[src/include/port_pkg.sv]
`default_nettype none
package port_pkg;

  // Register addresses on the plain register port
  localparam logic [7:0] ADDR_PORT_DATA = 8'h07;
  localparam logic [7:0] ADDR_PORT_DIR  = 8'h87;

  // Reset values; a one in the direction register means input
  localparam logic [7:0] RESET_PORT_DIR  = 8'hff;
  localparam logic [7:0] RESET_PORT_DATA = 8'h00;
  localparam logic [7:0] READ_UNMAPPED   = 8'h00;
  localparam logic [7:0] ALL_CLEAR       = 8'h00;

  // Direction bit encoding
  localparam logic DIR_INPUT  = 1'b1;
  localparam logic DIR_OUTPUT = 1'b0;

  // Level driven on the open-drain serial lines in I2C mode
  localparam logic I2C_DRIVE_LEVEL = 1'b0;

  // Port width
  localparam int PORT_WIDTH = 8;

  // Pin positions of the shared functions
  localparam int PIN_TIMER_A   = 0;
  localparam int PIN_TIMER_B   = 1;
  localparam int PIN_CCP_ONE   = 2;
  localparam int PIN_SER_CLOCK = 3;
  localparam int PIN_SER_DIN   = 4;
  localparam int PIN_SER_DOUT  = 5;
  localparam int PIN_USART_TX  = 6;
  localparam int PIN_USART_RX  = 7;

  // Device variants: pin 0/1 timer roles and extra functions differ
  typedef enum logic [2:0] {
    VAR_SMALL = 3'b001,
    VAR_MID   = 3'b010,
    VAR_LARGE = 3'b100
  } variant_t;

endpackage : port_pkg
`default_nettype wire

[src/hdl/muxed_bidir_io_port.sv]
// Overview of operation
// RULE1: Eight pins, each usable as input or output under software control.
// RULE2: Each pin's direction comes from its own direction register bit.
// RULE3: Some enabled peripherals force their pin to output, others to input.
// RULE4: The override lasts as long as the peripheral stays enabled.
// RULE5: Software avoids read-modify-write of direction while overrides are active.
// RULE6: A peripheral output enable reaches a pin only while its select is active.
// RULE7: Larger variants: pin 0 is I/O, timer oscillator output or clock input.
// RULE8: Smallest variant: pin 0 oscillator/clock input, pin 1 oscillator output.
// RULE9: Largest variants: pin 1 is I/O, oscillator input or second capture/compare/PWM.
// RULE10: Pin 2 is I/O or first capture input, compare or PWM output.
// RULE11: Pin 3 serves as serial clock in SPI and I2C modes.
// RULE12: Pin 4 is SPI data input or I2C bidirectional data line.
// RULE13: Pin 5 is I/O or serial port data output.
// RULE14: With USART, pin 6 is I/O, asynchronous transmit or synchronous clock.
// RULE15: With USART, pin 7 is I/O, asynchronous receive or synchronous data.
// RULE16: Data reads return pin levels; writes load the output latch.
`timescale 1ns/1ns
`default_nettype none
module muxed_bidir_io_port #(
  parameter port_pkg::variant_t VARIANT = port_pkg::VAR_LARGE
) (
  input  wire logic       clock,
  input  wire logic       rst_b,
  // Register port
  input  wire logic [7:0] addr,
  input  wire logic [7:0] wrData,
  input  wire logic       wrStrobe,
  input  wire logic       rdStrobe,
  output var  logic [7:0] rdData,
  // Pads
  input  wire logic [7:0] pinIn,
  output var  logic [7:0] pinOut,
  output var  logic [7:0] pinOe,
  // Timer oscillator and clock input
  input  wire logic       timerOscEnable,
  input  wire logic       timerOscDrive,
  input  wire logic       timerExtClockEnable,
  output var  logic       timerOscIn,
  output var  logic       timerExtClockIn,
  // Capture/compare/PWM units
  input  wire logic       ccpOneEnable,
  input  wire logic       ccpOneOutputMode,
  input  wire logic       ccpOneDrive,
  output var  logic       ccpOneIn,
  input  wire logic       ccpTwoEnable,
  input  wire logic       ccpTwoOutputMode,
  input  wire logic       ccpTwoDrive,
  output var  logic       ccpTwoIn,
  // Synchronous serial port
  input  wire logic       sspEnable,
  input  wire logic       sspI2cMode,
  input  wire logic       sspSpiMaster,
  input  wire logic       sspClockDrive,
  input  wire logic       sspDataDrive,
  output var  logic       serialClockIn,
  output var  logic       serialDataIn,
  // USART
  input  wire logic       usartEnable,
  input  wire logic       usartSyncMode,
  input  wire logic       usartSyncMaster,
  input  wire logic       usartTxClockDrive,
  input  wire logic       usartDataDrive,
  input  wire logic       usartDataOe,
  output var  logic       usartClockIn,
  output var  logic       usartReceiveOrDataIn
);

  localparam logic HAS_CCP_TWO = (VARIANT == port_pkg::VAR_LARGE);
  localparam logic HAS_USART   = (VARIANT == port_pkg::VAR_LARGE);

  // Software-visible state
  logic [7:0] dataLatch;
  logic [7:0] direction;

  // Per-pin peripheral steering
  logic [7:0] periphSelect;
  logic [7:0] periphDrive;
  logic [7:0] forceOut;
  logic [7:0] forceIn;
  logic [7:0] effDirection;
  logic [7:0] next_pinOut;

  // Decoded accesses
  logic       hitData;
  logic       hitDir;

  assign hitData = (addr == port_pkg::ADDR_PORT_DATA);
  assign hitDir  = (addr == port_pkg::ADDR_PORT_DIR);

  // Output latch; pins only see it while they are outputs
  always_ff @(posedge clock or negedge rst_b) begin
    if (!rst_b) begin
      dataLatch <= port_pkg::RESET_PORT_DATA;
    end else if (wrStrobe && hitData) begin
      dataLatch <= wrData; // RULE16
    end
  end

  // Direction register, all inputs after reset so no pin fights the board
  always_ff @(posedge clock or negedge rst_b) begin
    if (!rst_b) begin
      direction <= port_pkg::RESET_PORT_DIR;
    end else if (wrStrobe && hitDir) begin
      direction <= wrData; // RULE2
    end
  end

  // Timer oscillator pins swap roles between variants
  logic [7:0] tmSel;
  logic [7:0] tmDrv;
  logic [7:0] tmOut;
  logic [7:0] tmIn;

  always_comb begin
    tmSel = port_pkg::ALL_CLEAR;
    tmDrv = port_pkg::ALL_CLEAR;
    tmOut = port_pkg::ALL_CLEAR;
    tmIn  = port_pkg::ALL_CLEAR;
    case (VARIANT)
      port_pkg::VAR_SMALL: begin
        if (timerOscEnable) begin
          tmIn[port_pkg::PIN_TIMER_A]  = 1'b1; // RULE8
          tmSel[port_pkg::PIN_TIMER_B] = 1'b1; // RULE8
          tmOut[port_pkg::PIN_TIMER_B] = 1'b1; // RULE8
          tmDrv[port_pkg::PIN_TIMER_B] = timerOscDrive;
        end else if (timerExtClockEnable) begin
          tmIn[port_pkg::PIN_TIMER_A] = 1'b1; // RULE8
        end
      end
      port_pkg::VAR_MID,
      port_pkg::VAR_LARGE: begin
        if (timerOscEnable) begin
          tmIn[port_pkg::PIN_TIMER_B]  = 1'b1; // RULE9
          tmSel[port_pkg::PIN_TIMER_A] = 1'b1; // RULE7
          tmOut[port_pkg::PIN_TIMER_A] = 1'b1; // RULE7
          tmDrv[port_pkg::PIN_TIMER_A] = timerOscDrive;
        end else if (timerExtClockEnable) begin
          tmIn[port_pkg::PIN_TIMER_A] = 1'b1; // RULE7
        end
      end
      default: begin
        tmSel = port_pkg::ALL_CLEAR;
      end
    endcase
  end

  // Capture/compare/PWM; the oscillator wins pin 1 when both want it
  logic [7:0] ccSel;
  logic [7:0] ccDrv;
  logic [7:0] ccOut;
  logic [7:0] ccIn;

  always_comb begin
    ccSel = port_pkg::ALL_CLEAR;
    ccDrv = port_pkg::ALL_CLEAR;
    ccOut = port_pkg::ALL_CLEAR;
    ccIn  = port_pkg::ALL_CLEAR;
    if (ccpOneEnable) begin
      if (ccpOneOutputMode) begin
        ccSel[port_pkg::PIN_CCP_ONE] = 1'b1; // RULE10
        ccOut[port_pkg::PIN_CCP_ONE] = 1'b1; // RULE3
        ccDrv[port_pkg::PIN_CCP_ONE] = ccpOneDrive;
      end else begin
        ccIn[port_pkg::PIN_CCP_ONE] = 1'b1; // RULE10
      end
    end
    if (HAS_CCP_TWO && ccpTwoEnable && !timerOscEnable) begin
      if (ccpTwoOutputMode) begin
        ccSel[port_pkg::PIN_TIMER_B] = 1'b1; // RULE9
        ccOut[port_pkg::PIN_TIMER_B] = 1'b1; // RULE3
        ccDrv[port_pkg::PIN_TIMER_B] = ccpTwoDrive;
      end else begin
        ccIn[port_pkg::PIN_TIMER_B] = 1'b1; // RULE9
      end
    end
  end

  // Serial port; in I2C mode the lines stay under the direction bits
  logic [7:0] ssSel;
  logic [7:0] ssDrv;
  logic [7:0] ssOut;
  logic [7:0] ssIn;

  always_comb begin
    ssSel = port_pkg::ALL_CLEAR;
    ssDrv = port_pkg::ALL_CLEAR;
    ssOut = port_pkg::ALL_CLEAR;
    ssIn  = port_pkg::ALL_CLEAR;
    if (sspEnable) begin
      if (sspI2cMode) begin
        // Open drain: drive low only, release by setting the direction bit
        ssSel[port_pkg::PIN_SER_CLOCK] = 1'b1; // RULE11
        ssSel[port_pkg::PIN_SER_DIN]   = 1'b1; // RULE12
        ssDrv[port_pkg::PIN_SER_CLOCK] = port_pkg::I2C_DRIVE_LEVEL;
        ssDrv[port_pkg::PIN_SER_DIN]   = port_pkg::I2C_DRIVE_LEVEL;
      end else begin
        ssIn[port_pkg::PIN_SER_DIN]   = 1'b1; // RULE12
        ssSel[port_pkg::PIN_SER_DOUT] = 1'b1; // RULE13
        ssOut[port_pkg::PIN_SER_DOUT] = 1'b1; // RULE13
        ssDrv[port_pkg::PIN_SER_DOUT] = sspDataDrive;
        if (sspSpiMaster) begin
          ssSel[port_pkg::PIN_SER_CLOCK] = 1'b1; // RULE11
          ssOut[port_pkg::PIN_SER_CLOCK] = 1'b1; // RULE11
          ssDrv[port_pkg::PIN_SER_CLOCK] = sspClockDrive;
        end else begin
          ssIn[port_pkg::PIN_SER_CLOCK] = 1'b1; // RULE11
        end
      end
    end
  end

  // USART, present on the largest variant only
  logic [7:0] usSel;
  logic [7:0] usDrv;
  logic [7:0] usOut;
  logic [7:0] usIn;

  always_comb begin
    usSel = port_pkg::ALL_CLEAR;
    usDrv = port_pkg::ALL_CLEAR;
    usOut = port_pkg::ALL_CLEAR;
    usIn  = port_pkg::ALL_CLEAR;
    if (HAS_USART && usartEnable) begin
      if (!usartSyncMode) begin
        usSel[port_pkg::PIN_USART_TX] = 1'b1; // RULE14
        usOut[port_pkg::PIN_USART_TX] = 1'b1; // RULE14
        usDrv[port_pkg::PIN_USART_TX] = usartTxClockDrive;
        usIn[port_pkg::PIN_USART_RX]  = 1'b1; // RULE15
      end else begin
        if (usartSyncMaster) begin
          usSel[port_pkg::PIN_USART_TX] = 1'b1; // RULE14
          usOut[port_pkg::PIN_USART_TX] = 1'b1; // RULE14
          usDrv[port_pkg::PIN_USART_TX] = usartTxClockDrive;
        end else begin
          usIn[port_pkg::PIN_USART_TX] = 1'b1; // RULE14
        end
        if (usartDataOe) begin
          usSel[port_pkg::PIN_USART_RX] = 1'b1; // RULE15
          usOut[port_pkg::PIN_USART_RX] = 1'b1; // RULE15
          usDrv[port_pkg::PIN_USART_RX] = usartDataDrive;
        end else begin
          usIn[port_pkg::PIN_USART_RX] = 1'b1; // RULE15
        end
      end
    end
  end

  // Functions own disjoint pins, so plain OR merges them
  assign periphSelect = tmSel | ccSel | ssSel | usSel;
  assign periphDrive  = tmDrv | ccDrv | ssDrv | usDrv;
  assign forceOut     = (tmOut | ccOut | ssOut | usOut) & periphSelect; // RULE6
  assign forceIn      = tmIn | ccIn | ssIn | usIn;

  // Override holds only while the peripheral enable holds; no state kept
  always_comb begin
    for (int i = 0; i < port_pkg::PORT_WIDTH; i++) begin
      if (forceOut[i]) begin
        effDirection[i] = port_pkg::DIR_OUTPUT; // RULE3 RULE4
      end else if (forceIn[i]) begin
        effDirection[i] = port_pkg::DIR_INPUT; // RULE3 RULE4
      end else begin
        effDirection[i] = direction[i]; // RULE1 RULE2
      end
      next_pinOut[i] = periphSelect[i] ? periphDrive[i] : dataLatch[i];
    end
  end

  // Pad drivers registered to keep the outputs glitch free
  always_ff @(posedge clock or negedge rst_b) begin
    if (!rst_b) begin
      pinOut <= port_pkg::RESET_PORT_DATA;
      pinOe  <= port_pkg::ALL_CLEAR;
    end else begin
      pinOut <= next_pinOut; // RULE16
      pinOe  <= ~effDirection; // RULE1 RULE6
    end
  end

  // Register read; direction reads back the overridden value, which is
  // why read-modify-write on it can corrupt stored bits
  always_ff @(posedge clock or negedge rst_b) begin
    if (!rst_b) begin
      rdData <= port_pkg::READ_UNMAPPED;
    end else if (rdStrobe && hitData) begin
      rdData <= pinIn; // RULE16
    end else if (rdStrobe && hitDir) begin
      rdData <= effDirection; // RULE5
    end else begin
      rdData <= port_pkg::READ_UNMAPPED;
    end
  end

  // Pin levels handed to the timer inputs
  always_ff @(posedge clock or negedge rst_b) begin
    if (!rst_b) begin
      timerOscIn      <= 1'b0;
      timerExtClockIn <= 1'b0;
    end else begin
      if (VARIANT == port_pkg::VAR_SMALL) begin
        timerOscIn <= pinIn[port_pkg::PIN_TIMER_A]; // RULE8
      end else begin
        timerOscIn <= pinIn[port_pkg::PIN_TIMER_B]; // RULE9
      end
      timerExtClockIn <= pinIn[port_pkg::PIN_TIMER_A]; // RULE7
    end
  end

  // Capture inputs
  always_ff @(posedge clock or negedge rst_b) begin
    if (!rst_b) begin
      ccpOneIn <= 1'b0;
      ccpTwoIn <= 1'b0;
    end else begin
      ccpOneIn <= pinIn[port_pkg::PIN_CCP_ONE]; // RULE10
      ccpTwoIn <= HAS_CCP_TWO & pinIn[port_pkg::PIN_TIMER_B]; // RULE9
    end
  end

  // Serial port inputs; I2C lines are read back even while driven low
  always_ff @(posedge clock or negedge rst_b) begin
    if (!rst_b) begin
      serialClockIn <= 1'b0;
      serialDataIn  <= 1'b0;
    end else begin
      serialClockIn <= pinIn[port_pkg::PIN_SER_CLOCK]; // RULE11
      serialDataIn  <= pinIn[port_pkg::PIN_SER_DIN]; // RULE12
    end
  end

  // USART inputs, held low on variants without a USART
  always_ff @(posedge clock or negedge rst_b) begin
    if (!rst_b) begin
      usartClockIn         <= 1'b0;
      usartReceiveOrDataIn <= 1'b0;
    end else begin
      usartClockIn         <= HAS_USART & pinIn[port_pkg::PIN_USART_TX]; // RULE14
      usartReceiveOrDataIn <= HAS_USART & pinIn[port_pkg::PIN_USART_RX]; // RULE15
    end
  end

endmodule : muxed_bidir_io_port
`default_nettype wire

[config.mk]
export PLATFORM = sky130hd
export DESIGN_NAME = muxed_bidir_io_port
export DESIGN_NICKNAME = d
export VERILOG_FILES = /design/src/include/port_pkg.sv /design/src/hdl/muxed_bidir_io_port.sv
export SDC_FILE = /design/constraint.sdc
export NUM_CORES = 1
export LEC_CHECK = 0
export BUFFER_PORTS_ARGS = -buffer_cell sky130_fd_sc_hd__clkbuf_2
export CAP_MARGIN = 20
export CORE_MARGIN = 8
export CORE_UTILIZATION = 41
export DETAILED_ROUTE_END_ITERATION = 6
export HOLD_SLACK_MARGIN = 0.05
export PLACE_DENSITY = 0.74
export SLEW_MARGIN = 10
export SYNTH_ARGS = -nofsm -noshare
export SYNTH_HDL_FRONTEND = slang
export SYNTH_SLANG_ARGS = --single-unit
[constraint.sdc]
create_clock -name clock -period 1 [get_ports clock]
set_input_delay 0.3 -clock clock [delete_from_list [all_inputs] [get_ports clock]]
set_output_delay 0.3 -clock clock [all_outputs]
set_load 0.03 [all_outputs]
After elaboration in Yosys (flattened, before gate mapping)
Index checks and enable logic that the tools add are counted.
{ "word_totals": {"register_bits": 47, "in_bits": 48, "output_inout_bits": 32, "word_cells": 105} }
{ "op_classes": {"n_eq_ne": 2, "muxes": 72, "bitwise_logic": 13, "n_reduce_logical": 6} }
{ "ops": {"columns": ["op", "count"], "rows": [
  ["$mux 1", 63],
  ["$mux 8", 2],
  ["$or 6x8->8", 2],
  ["$or 3x6->6", 2],
  ["$mux 2", 5],
  ["$and 8x8->8", 1],
  ["$eq 8x3->1 const B", 1],
  ["$eq 8x8->1 const B", 1],
  ["$not 8->8", 1],
  ["$or 5x8->8", 1],
  ["$or 8x6->8", 1],
  ["$or 8x8->8", 1],
  ["$mux 3", 2],
  ["$or 1x3->3", 2],
  ["$logic_and 1x1->1", 5],
  ["$or 3x5->5", 1],
  ["$or 2x3->3", 1],
  ["$logic_not 1->1", 1]
]} }

Longest topological paths before layout
Gate-level depths: netlist (run 1).
{ "depth": {"word_depth": 10, "mapped_depth": 4, "mapped_depth_nobuf": 3} }

Worst setup path after synthesis (run 1)
OpenSTA, ideal clock, no wires.
{ "synth_path": {"path_kind": "in2reg", "start": "in addr[3]", "end": "reg dataLatch[0]", "setup_time_ns": 0.125, "t_arrival_ns": 1.090, "t_required_ns": 0.875, "setup_slack_ns": -0.215, "path_stages": 3, "path_buffers": 0, "cell_sequence": "and4b_2 -> nand4b_4 -> mux2_2"} }
{ "synth_between": {"elab_chain_len": 2} }
{ "synth_rtl": {"columns": ["element", "line_no", "rtl"], "rows": [
  ["start: declaration", "muxed_bidir_io_port.sv:26", "input wire logic [7:0] addr,"],
  ["$eq 8x3->1", "muxed_bidir_io_port.sv:88", "assign hitData = (addr == port_pkg::ADDR_PORT_DATA);"],
  ["$logic_and 1x1->1", "muxed_bidir_io_port.sv:95", "end else if (wrStrobe && hitData) begin"],
  ["end signal: assignment", "muxed_bidir_io_port.sv:94", "dataLatch <= port_pkg::RESET_PORT_DATA;"],
  ["end signal: assignment", "muxed_bidir_io_port.sv:96", "dataLatch <= wrData;"],
  ["end: declaration", "muxed_bidir_io_port.sv:73", "logic [7:0] dataLatch;"]
]} }
Every way passes these cells.
A chain may end at the register's enable or synchronous reset.

Worst setup path in the final report (run 1)
{ "layout_path": {"start": "reg ccpTwoIn", "end": "out ccpTwoIn"} }
{ "layout_lines": {"columns": ["element", "line_no", "rtl"], "rows": [
  ["start: declaration", "muxed_bidir_io_port.sv:49", "output var logic ccpTwoIn,"],
  ["start signal: assignment", "muxed_bidir_io_port.sv:316", "ccpTwoIn <= HAS_CCP_TWO & pinIn[port_pkg::PIN_TIMER_B];"]
]} }
No word-level cell between the ends.

==> results.yml, run 1 <==
run_status:
  outcome: "finished, violations left"
  violations: "negative setup slack"
logic_synthesis:
  yosys_warnings: 0
  synth_cell_types: 29
  synth-async-reset-ratio: 1.00
  yosys.area.top_type: "dfrtp_1"
  yosys-top-cells-area: "dfrtp_1 55%, mux2_2 15%, dfstp_2 12%"
  ys_seq_area_frac: 0.664
  syn-cell-area_um2: 1790
  synth-seq-cells: 47
  synth_fp_nets: 168
  synth_flop_cell: "dfrtp_1"
  ys_top_cells_by_count: "39 x dfrtp_1, 23 x mux2_2, 8 x dfstp_2, 6 x nor2_1, 5 x a211oi_1"
  yosysTopAreaCellShare: 0.547
  yosysMostFrequentCell: "dfrtp_1"
  synth_edf_count: 0
  synth.avg_cell_area_um2: 14.9
  synthCells: 120
final_layout:
  utilization: 0.664
  num_antenna_cells: 0
  fin_nets: 262
  post_route_cells_drive_above_1_share: 0.665
  syn_to_final_growth_pct: 58.6
  final_area_um2: 2830
timing:
  setup_ws_ps: -190
  fin_hold_ws_ps: 116
  rsz0062_at_grt: "yes"
  min_period_over_period: 1.19
  worst_pin_slew_ps: 260
  max_freq_mhz: 840
  setup_violations: 49
  drv_slew: 0
  hold_viol: 0
  fin_crit_ps: 1190
  slew_headroom: 0.821
  fin_skew_ps: 8.21
floorplan:
  core-area_um2: 4260
  pin_count: 80
  initial_core_util: 0.419
  fp.dieH_um: 82.0
  rows: 24
  dieArea_um2: 6720
  dieWidth_um: 82.0
setup_path:
  crit_path_max_incr_delay_ps: 450
  startpoint_type: "register"
  critPathTopFamily: "flip-flops"
  ff2ff_setup_slack_ps: -30
  reg2reg_from: "direction[0]"
  cp_data_required_time_ps: 700
  rr_worst_depth: 3
  arrival_ps: 890
  path_max_fanout: 2
  crit_type: "reg -> out"
  worstSetupEndpointType: "output port"
  r2r_end: "rdData[0]"
  path_cells: "buf_8"
  critPathSlowestCell: "dfrtp_2"
  cp_num_buf_inv: 1
detailed_routing:
  drc: 0
  drt_iter0_markers: 50
  via_count: 1301
  wirelength_um: 4530
  via_per_inst: 4.87
  firstDrtPassIters: 4
  ant_nets: 0
  wl_per_cell_um: 17.0
worst_hold_path:
  whs_endpoint: "usartClockIn"
  hold_class: "in -> reg"
  hold_path_startpoint: "pinIn[6]"
  worstHoldPathCells: 1
clocking:
  htree_levels: 2
  cts.reportedPaths.clkPinSlew_ps: 90
  clkLatencyLatePin_ps: 300
  cts_buffers: 5
  clockBufferDepth: 2
  cts.sinks: 47
  cts_root_buf: "clkbuf_8"
  cts_tree: "done"
  post_cts_buffers: 0
placement:
  place.gp.congestion: 0.758
  dp_hpwl_um: 3330
  pre_cts_ws_ps: -395
  port_buffers: 79
  place_area_um2: 2320
grt:
  grt-ovfl-total: 0
  grt_max_degree: 28
  grtUsageTotal: 0.140
  antenna_found_initial: 0
  grt_pass1_wl_um: 7010
  grt_pass1_vias: 1474
power_and_ir_drop:
  power_density_nw_per_um2: 1450
  power_mw: 4.11
  p_leak_nw: 1.38
  ir_worst_vdd_uv: 818
flow_run:
  maxCapViolCount: 0
[sequential cells by signal (all words and copies together) (netlist names)]
name                  flops
timerExtClockIn           1
serialClockIn             1
pinOut                    8
ccpOneIn                  1
usartReceiveOrDataIn      1
serialDataIn              1
dataLatch                 8
rdData                    8
direction                 8
ccpTwoIn                  1
pinOe                     8
usartClockIn              1
[worst max path at each step]
stage / depth (start not counted) / start / slack, ps / end
final: 1 / ccpTwoIn / -190 / ccpTwoIn
after global routing: 1 / ccpTwoIn / -210 / ccpTwoIn
after CTS: 1 / ccpTwoIn / -190 / ccpTwoIn
after detailed placement: 4 / addr[3] / -390 / dataLatch[2]
after global placement: 4 / addr[3] / -360 / dataLatch[1]
after floorplan: 3 / addr[3] / -210 / dataLatch[0]
[layer usage]
layer,share of wire,global-route usage
met3,0.061,0.0394
met2,0.55,0.245
met5,0,0
met1,0.36,0.151
met4,0.022,0.0684
[kinds of logic (layout without fill, tap and decap cells)]
| kind of cell | after synthesis | in the layout | synth area share |
|---|---|---|---|
| buf+inv | 6 | 101 | 0.0161 |
| simple gates | 27 | 27 | 0.108 |
| compound gates | 15 | 15 | 0.0554 |
| mux | 25 | 25 | 0.156 |
| flops | 47 | 47 | 0.664 |
[cell type report]
class                   instances  area [um2]
fillers                       321        1430
clock inverters                 2        35.0
flip-flops and latches         47        1190
repair buffers                 90         815
inverters                       3        11.3
well taps                      52        65.1
multi-input cells              67         636
clock buffers                   6        82.6
[per-stage QoR]
step | cells | setup TNS (ps)
6_report | 267 | -5260
5_1_grt | 267 | -6830
4_1_cts | 267 | -5490
3_5_place_dp | 258 | -8430
3_3_place_gp | 258 | -7840
2_1_floorplan | 120 | -3430
[cells in the final DEF, fill, tap and decap left out, drive strengths merged, types with 2 or more instances in the layout]
master  netlist  layout
a211oi        5       5
a21oi         4       4
buf           2      40
clkbuf        1      55
dfrtp        39      39
dfstp         8       8
inv           3       3
mux2         23      23
mux2i         2       2
nand2         4       4
nand2b        3       3
nand3         3       3
nor2          6       6
nor2b         3       3
[power breakdown]
| group | total, mW | switching (mW) | internal, mW | leakage (nW) |
|---|---|---|---|---|
| combinational | 0.620 | 0.301 | 0.319 | 0.743 |
| clock | 1.44 | 0.633 | 0.809 | 0.0612 |
| sequential | 2.05 | 0.0533 | 1.99 | 0.576 |
| total | 4.11 | 0.987 | 3.12 | 1.38 |
[worst reg2reg max path, stage by stage (launching register included)]
cell      delay (ps)
dfstp_2          560
o21bai_4          60
mux2_4           270
nor2_4            70
[timing repair]
item                                    in CTS  in global routing
endpoints found under the setup margin      53                 54
hold endpoints to repair                     4                  0
pin swaps                                    2                  2
hold buffers                                 1                  0
resized for setup                           74                 35
No activity file was read; power rests on OpenSTA's default activity.
==> run 2: changes to the inputs <==
--- a/config.mk
+++ b/config.mk
@@ -8,10 +8,10 @@
 export BUFFER_PORTS_ARGS = -buffer_cell sky130_fd_sc_hd__clkbuf_2
 export CAP_MARGIN = 20
 export CORE_MARGIN = 8
-export CORE_UTILIZATION = 41
+export CORE_UTILIZATION = 46
 export DETAILED_ROUTE_END_ITERATION = 6
 export HOLD_SLACK_MARGIN = 0.05
-export PLACE_DENSITY = 0.74
+export PLACE_DENSITY = 0.78
 export SLEW_MARGIN = 10
 export SYNTH_ARGS = -nofsm -noshare
 export SYNTH_HDL_FRONTEND = slang
==> constraint.sdc (replaced) <==
create_clock -name clock -period 1.2 [get_ports clock]
set_input_delay 0.36 -clock clock [delete_from_list [all_inputs] [get_ports clock]]
set_output_delay 0.36 -clock clock [all_outputs]
set_load 0.03 [all_outputs]
==> run 2 against run 1 <==
Effect of this change: the flow still finishes with violations (negative setup slack); sequential cell count is the same; largest cell class unchanged; utilization grew 7.2 points; first-iteration DRC count grew 48%; worst hold slack gained 59 ps; highest routed layer unchanged.
==> results.yml, run 2 (synthesized netlist as in run 1, its figures left out) <==
run_status:
  outcome: "finished, violations left"
  violations: "negative setup slack"
final_layout:
  num_antenna_cells: 0
  post_route_cells_drive_above_1_share: 0.611
  mostFrequentLayoutCells: "45 x clkbuf_2, 39 x dfrtp_1, 30 x buf_8"
  layout_commonest_cell: "clkbuf_2"
  stdcell_count: 259
  nFillCells: 232
  final_area_um2: 2710
  multi_input_area_um2: 581
  seqCellArea_um2: 1190
  fin_nets: 258
  syn_to_final_growth_pct: 52.0
floorplan:
  pin_count: 80
  core-area_um2: 3690
  rows: 22
  fp.dieH_um: 78.3
  dieArea_um2: 6130
  initial_core_util: 0.484
  dieWidth_um: 78.3
setup_path:
  cp_data_required_time_ps: 840
  ff2ff_setup_slack_ps: 120
  path_cells: "buf_6"
  r2r_end: "rdData[1]"
  reg2reg_from: "direction[1]"
  critPathTopFamily: "flip-flops"
  critPathSlowestCell: "dfrtp_1"
  rr_worst_depth: 3
  crit_type: "reg -> out"
  crit_path_max_incr_delay_ps: 420
  worstSetupEndpointType: "output port"
  path_max_fanout: 2
  arrival_ps: 870
  cp_num_buf_inv: 1
  startpoint_type: "register"
grt:
  grt_pass1_wl_um: 7650
  grt_pass1_vias: 1524
  antenna_found_initial: 0
  grtUsageTotal: 0.163
  grt_max_degree: 48
  grt-ovfl-total: 0
placement:
  place_area_um2: 2270
  place.gp.congestion: 0.743
  port_buffers: 79
  dp_cells: 249
  dp_hpwl_um: 3470
detailed_routing:
  via_per_inst: 5.03
  drt_iter0_markers: 74
  firstDrtPassIters: 4
  drc: 0
  ant_nets: 0
  wl_per_cell_um: 18.5
  wirelength_um: 4790
  via_count: 1302
clocking:
  cts_tree: "done"
  cts_buffers: 5
  cts.reportedPaths.clkPinSlew_ps: 80
  cts_root_buf: "clkbuf_8"
  htree_levels: 2
  clockBufferDepth: 2
  cts.sinks: 47
  clkLatencyLatePin_ps: 300
power_and_ir_drop:
  power_mw: 3.16
  ir_worst_vdd_uv: 892
  p_leak_nw: 1.34
  power_density_nw_per_um2: 1170
flow_run:
  maxCapViolCount: 0
worst_hold_path:
  worstHoldPathCells: 1
  hold_path_startpoint: "pinIn[3]"
  whs_endpoint: "serialClockIn"
  hold_class: "in -> reg"
timing:
  hold_viol: 0
  setup_violations: 9
  rsz0062_at_grt: "yes"
  slew_headroom: 0.814
  setup_ws_ps: -29.6
  fin_crit_ps: 1230
  worst_pin_slew_ps: 279
  fin_skew_ps: 5.61
  min_period_over_period: 1.02
  max_freq_mhz: 813
  drv_slew: 0
run 2: power by group:
part	total, mW	leakage (nW)	switching (mW)	internal (mW)
Clock	0.956	0.0482	0.491	0.464
Sequential	1.71	0.577	0.0454	1.66
Combinational	0.499	0.715	0.246	0.252
run 2: worst max path at each step:
| stage | startpoint | slack (ps) | to | cells after the start |
|---|---|---|---|---|
| 6_report | ccpTwoIn | -30 | ccpTwoIn | 1 |
| 2_1_floorplan | addr[3] | -70 | dataLatch[0] | 3 |
| 5_1_grt | ccpTwoIn | -60 | ccpTwoIn | 1 |
| 4_1_cts | ccpTwoIn | -40 | ccpTwoIn | 1 |
| 3_3_place_gp | addr[5] | -220 | rdData[2] | 4 |
| 3_5_place_dp | addr[3] | -280 | dataLatch[7] | 4 |
run 2: layout make-up:
| type | count | area share |
|---|---|---|
| well taps | 48 | 0.0221 |
| clock buffers | 7 | 0.0318 |
| inverters | 3 | 0.00415 |
| repair buffers | 86 | 0.289 |
| multi-input cells | 67 | 0.214 |
| clock inverters | 1 | 0.00184 |
| flip-flops and latches | 47 | 0.437 |
run 2: per-stage QoR:
| stage | worst slack, ps | setup TNS (ps) | hold WS, ps | util |
|---|---|---|---|---|
| 2_1_floorplan | -67.4 | -731 | 64.4 | - |
| 3_3_place_gp | -215 | -4650 | 355 | 0.616 |
| 3_5_place_dp | -283 | -5460 | 366 | 0.616 |
| 4_1_cts | -43.7 | -291 | 166 | 0.716 |
| 5_1_grt | -57.9 | -817 | 166 | 0.736 |
| 6_report | -29.6 | -87.4 | 176 | 0.736 |
run 2: routing by layer:
layer | vias up | wire [um] | global-route usage
met5 | - | 0 | 0
met4 | 0 | 184 | 0.0963
met3 | 13 | 448 | 0.0729
met2 | 57 | 2580 | 0.289
met1 | 634 | 1580 | 0.152
li1 | 598 | - | -
run 2: timing repair:
item,in CTS,in global routing
hold buffers,1,0
gates resized for setup,62,41
endpoints found under the hold margin,39,0
pin swaps,0,3
setup endpoints to repair,32,40
buffers inserted,0,1
==> run 3: changes to the inputs <==
--- a/config.mk
+++ b/config.mk
@@ -5,13 +5,14 @@
 export SDC_FILE = /design/constraint.sdc
 export NUM_CORES = 1
 export LEC_CHECK = 0
+export ABC_AREA = 1
 export BUFFER_PORTS_ARGS = -buffer_cell sky130_fd_sc_hd__clkbuf_2
 export CAP_MARGIN = 20
-export CORE_MARGIN = 8
-export CORE_UTILIZATION = 46
+export CORE_MARGIN = 2
+export CORE_UTILIZATION = 48
 export DETAILED_ROUTE_END_ITERATION = 6
 export HOLD_SLACK_MARGIN = 0.05
-export PLACE_DENSITY = 0.78
+export PLACE_DENSITY = 0.79
 export SLEW_MARGIN = 10
 export SYNTH_ARGS = -nofsm -noshare
 export SYNTH_HDL_FRONTEND = slang
==> run 3 against run 2 <==
Effect of this change: the run still ends with negative setup slack left; utilization shrank 3.2 points; non-clock buffer count up 6; register-to-register slack better by 60 ps; wire length down 13%.
==> results.yml, run 3 <==
worst_hold_path:
  worstHoldPathCells: 1
  hold_class: "in -> reg"
  whs_endpoint: "usartClockIn"
  hold_path_startpoint: "pinIn[6]"
grt:
  antenna_found_initial: 0
  grt_max_degree: 48
  grtUsageTotal: 0.195
  grt_pass1_wl_um: 6730
  grt-ovfl-total: 0
  grt_pass1_vias: 1575
floorplan:
  dieWidth_um: 68.5
  dieArea_um2: 4690
  fp.dieH_um: 68.5
  initial_core_util: 0.499
  pin_count: 80
  core-area_um2: 4000
  rows: 23
setup_path:
  cp_num_buf_inv: 1
  worstSetupEndpointType: "output port"
  r2r_end: "rdData[0]"
  critPathTopFamily: "flip-flops"
  critPathSlowestCell: "dfrtp_1"
  ff2ff_setup_slack_ps: 180
  reg2reg_from: "direction[0]"
  path_cells: "buf_6"
  cp_data_required_time_ps: 840
  path_max_fanout: 2
  arrival_ps: 850
  crit_path_max_incr_delay_ps: 410
  crit_type: "reg -> out"
  rr_worst_depth: 4
  startpoint_type: "register"
timing:
  tns_ps: -9.48
  rsz0062_at_grt: "yes"
  setup_violations: 2
  worst_pin_slew_ps: 243
  fin_crit_ps: 1210
  min_period_over_period: 1.00
  slew_headroom: 0.838
  drv_slew: 0
  hold_viol: 0
  setup_ws_ps: -5.70
  max_freq_mhz: 829
  fin_skew_ps: 11.3
logic_synthesis:
  synth_cell_types: 23
  synth-seq-cells: 47
  yosys_warnings: 0
  yosys-top-cells-area: "dfrtp_1 49%, nand2_1 12%, dfstp_2 11%"
  synth_fp_nets: 253
  synth_flop_cell: "dfrtp_1"
  synth.avg_cell_area_um2: 9.73
  yosys.area.top_type: "dfrtp_1"
  ys_seq_area_frac: 0.594
  synth_edf_count: 0
  syn-cell-area_um2: 2000
  ys_top_cells_by_count: "65 x nand2_1, 39 x dfrtp_1, 24 x nand4_1, 22 x inv_1, 13 x nand3_1"
  yosysMostFrequentCell: "nand2_1"
  synthCells: 205
  synth-async-reset-ratio: 1.00
  yosysTopAreaCellShare: 0.489
clocking:
  cts_root_buf: "clkbuf_8"
  cts.reportedPaths.clkPinSlew_ps: 80
  cts_buffers: 5
  cts_tree: "done"
  clockBufferDepth: 2
  htree_levels: 2
  clkLatencyLatePin_ps: 290
  cts.sinks: 47
placement:
  place.gp.congestion: 0.815
  port_buffers: 79
  dp_hpwl_um: 3270
power_and_ir_drop:
  p_comb_frac: 0.163
  ir_worst_vdd_uv: 691
  power.share.clock: 0.288
  switchingPower_mw: 0.806
  netSwitchingFraction: 0.260
  power_density_nw_per_um2: 1100
  internal-power_mw: 2.29
  p_leak_nw: 1.53
  pwr-share-seq: 0.549
detailed_routing:
  wl_met2_um: 2150
  m1WireLength_um: 1710
  dr_wl_met3_um: 288
  via_per_inst: 4.82
  via_count: 1673
  wl_per_cell_um: 12.0
  ant_nets: 0
  drt_iter0_markers: 80
  highest_layer: "met4"
  drc: 0
  wirelength_um: 4170
  firstDrtPassIters: 4
run_status:
  violations: "negative setup slack"
  outcome: "finished, violations left"
final_layout:
  layout_commonest_cell: "nand2_1"
  mostFrequentLayoutCells: "65 x nand2_1, 47 x clkbuf_2, 39 x dfrtp_1"
  nFillCells: 308
  utilization: 0.704
  fin_nets: 344
  post_route_cells_drive_above_1_share: 0.391
  num_antenna_cells: 0
  syn_to_final_growth_pct: 41.1
flow_run:
  maxCapViolCount: 0
## run 3: changes by cell type after synthesis, sizes merged, moves of 5 or more
cell,before,now
nand2,4,67
nand4,1,24
mux2,23,1
inv,3,22
nand3,3,15
buf,2,8
nor2,6,12
a211oi,5,0
## run 3: logic make-up after synthesis
logic type	synth area share
flops	0.594
compound gates	0.0201
simple gates	0.301
mux	0.00564
buf+inv	0.0790
## run 3: worst max-delay path by stage
| stage | start | end | slack [ps] | cells after the start |
|---|---|---|---|---|
| final | ccpTwoIn | ccpTwoIn | -6 | 1 |
| after global routing | ccpTwoIn | ccpTwoIn | -50 | 1 |
| after detailed placement | addr[6] | dataLatch[6] | -10 | 6 |
| after global placement | addr[5] | dataLatch[7] | 40 | 6 |
| after CTS | ccpTwoIn | ccpTwoIn | -20 | 1 |
| after floorplan | ccpTwoIn | timerOscIn | 140 | 1 |
## run 3: stage by stage
step	hold slack, ps	instances	cell area, um2	setup slack, ps	total power [mW]
finish	192	347	2820	-5.70	3.10
global route	181	347	2820	-54.3	3.25
floorplan	64.4	205	2000	137	1.94
global placement	360	338	2490	35.0	2.15
CTS	182	347	2710	-15.8	3.09
detailed placement	366	338	2490	-13.6	2.16
## run 3: routing by layer
metal | vias to the layer above | track usage
li1 | 844 | -
met5 | - | 0
met1 | 766 | 0.243
met4 | 0 | 0.0425
met3 | 2 | 0.0493
met2 | 61 | 0.340
## run 3: what timing repair did
item	4_1_cts	5_1_grt
hold endpoints to repair	16	0
buffers inserted	0	0
hold buffers	1	0
resized for setup	31	74
setup endpoints to repair	19	32
## run 3: cell type report
class | instances | area, um2 | share of cell area
repair buffers | 92 | 751 | 0.267
multi-input cells | 128 | 652 | 0.232
well taps | 50 | 62.6 | 0.0222
inverters | 22 | 82.6 | 0.0293
flip-flops and latches | 47 | 1190 | 0.421
clock buffers | 7 | 76.3 | 0.0271
clock inverters | 1 | 5.00 | 0.00178
## run 3: power groups by stage
| stage | logic [mW] | clock network, mW | registers [mW] |
|---|---|---|---|
| floorplan | 0.137 | 0 | 1.81 |
| global placement | 0.433 | 0 | 1.72 |
| detailed placement | 0.442 | 0 | 1.72 |
| CTS | 0.478 | 0.915 | 1.69 |
| global route | 0.558 | 0.988 | 1.71 |
| finish | 0.506 | 0.892 | 1.70 |
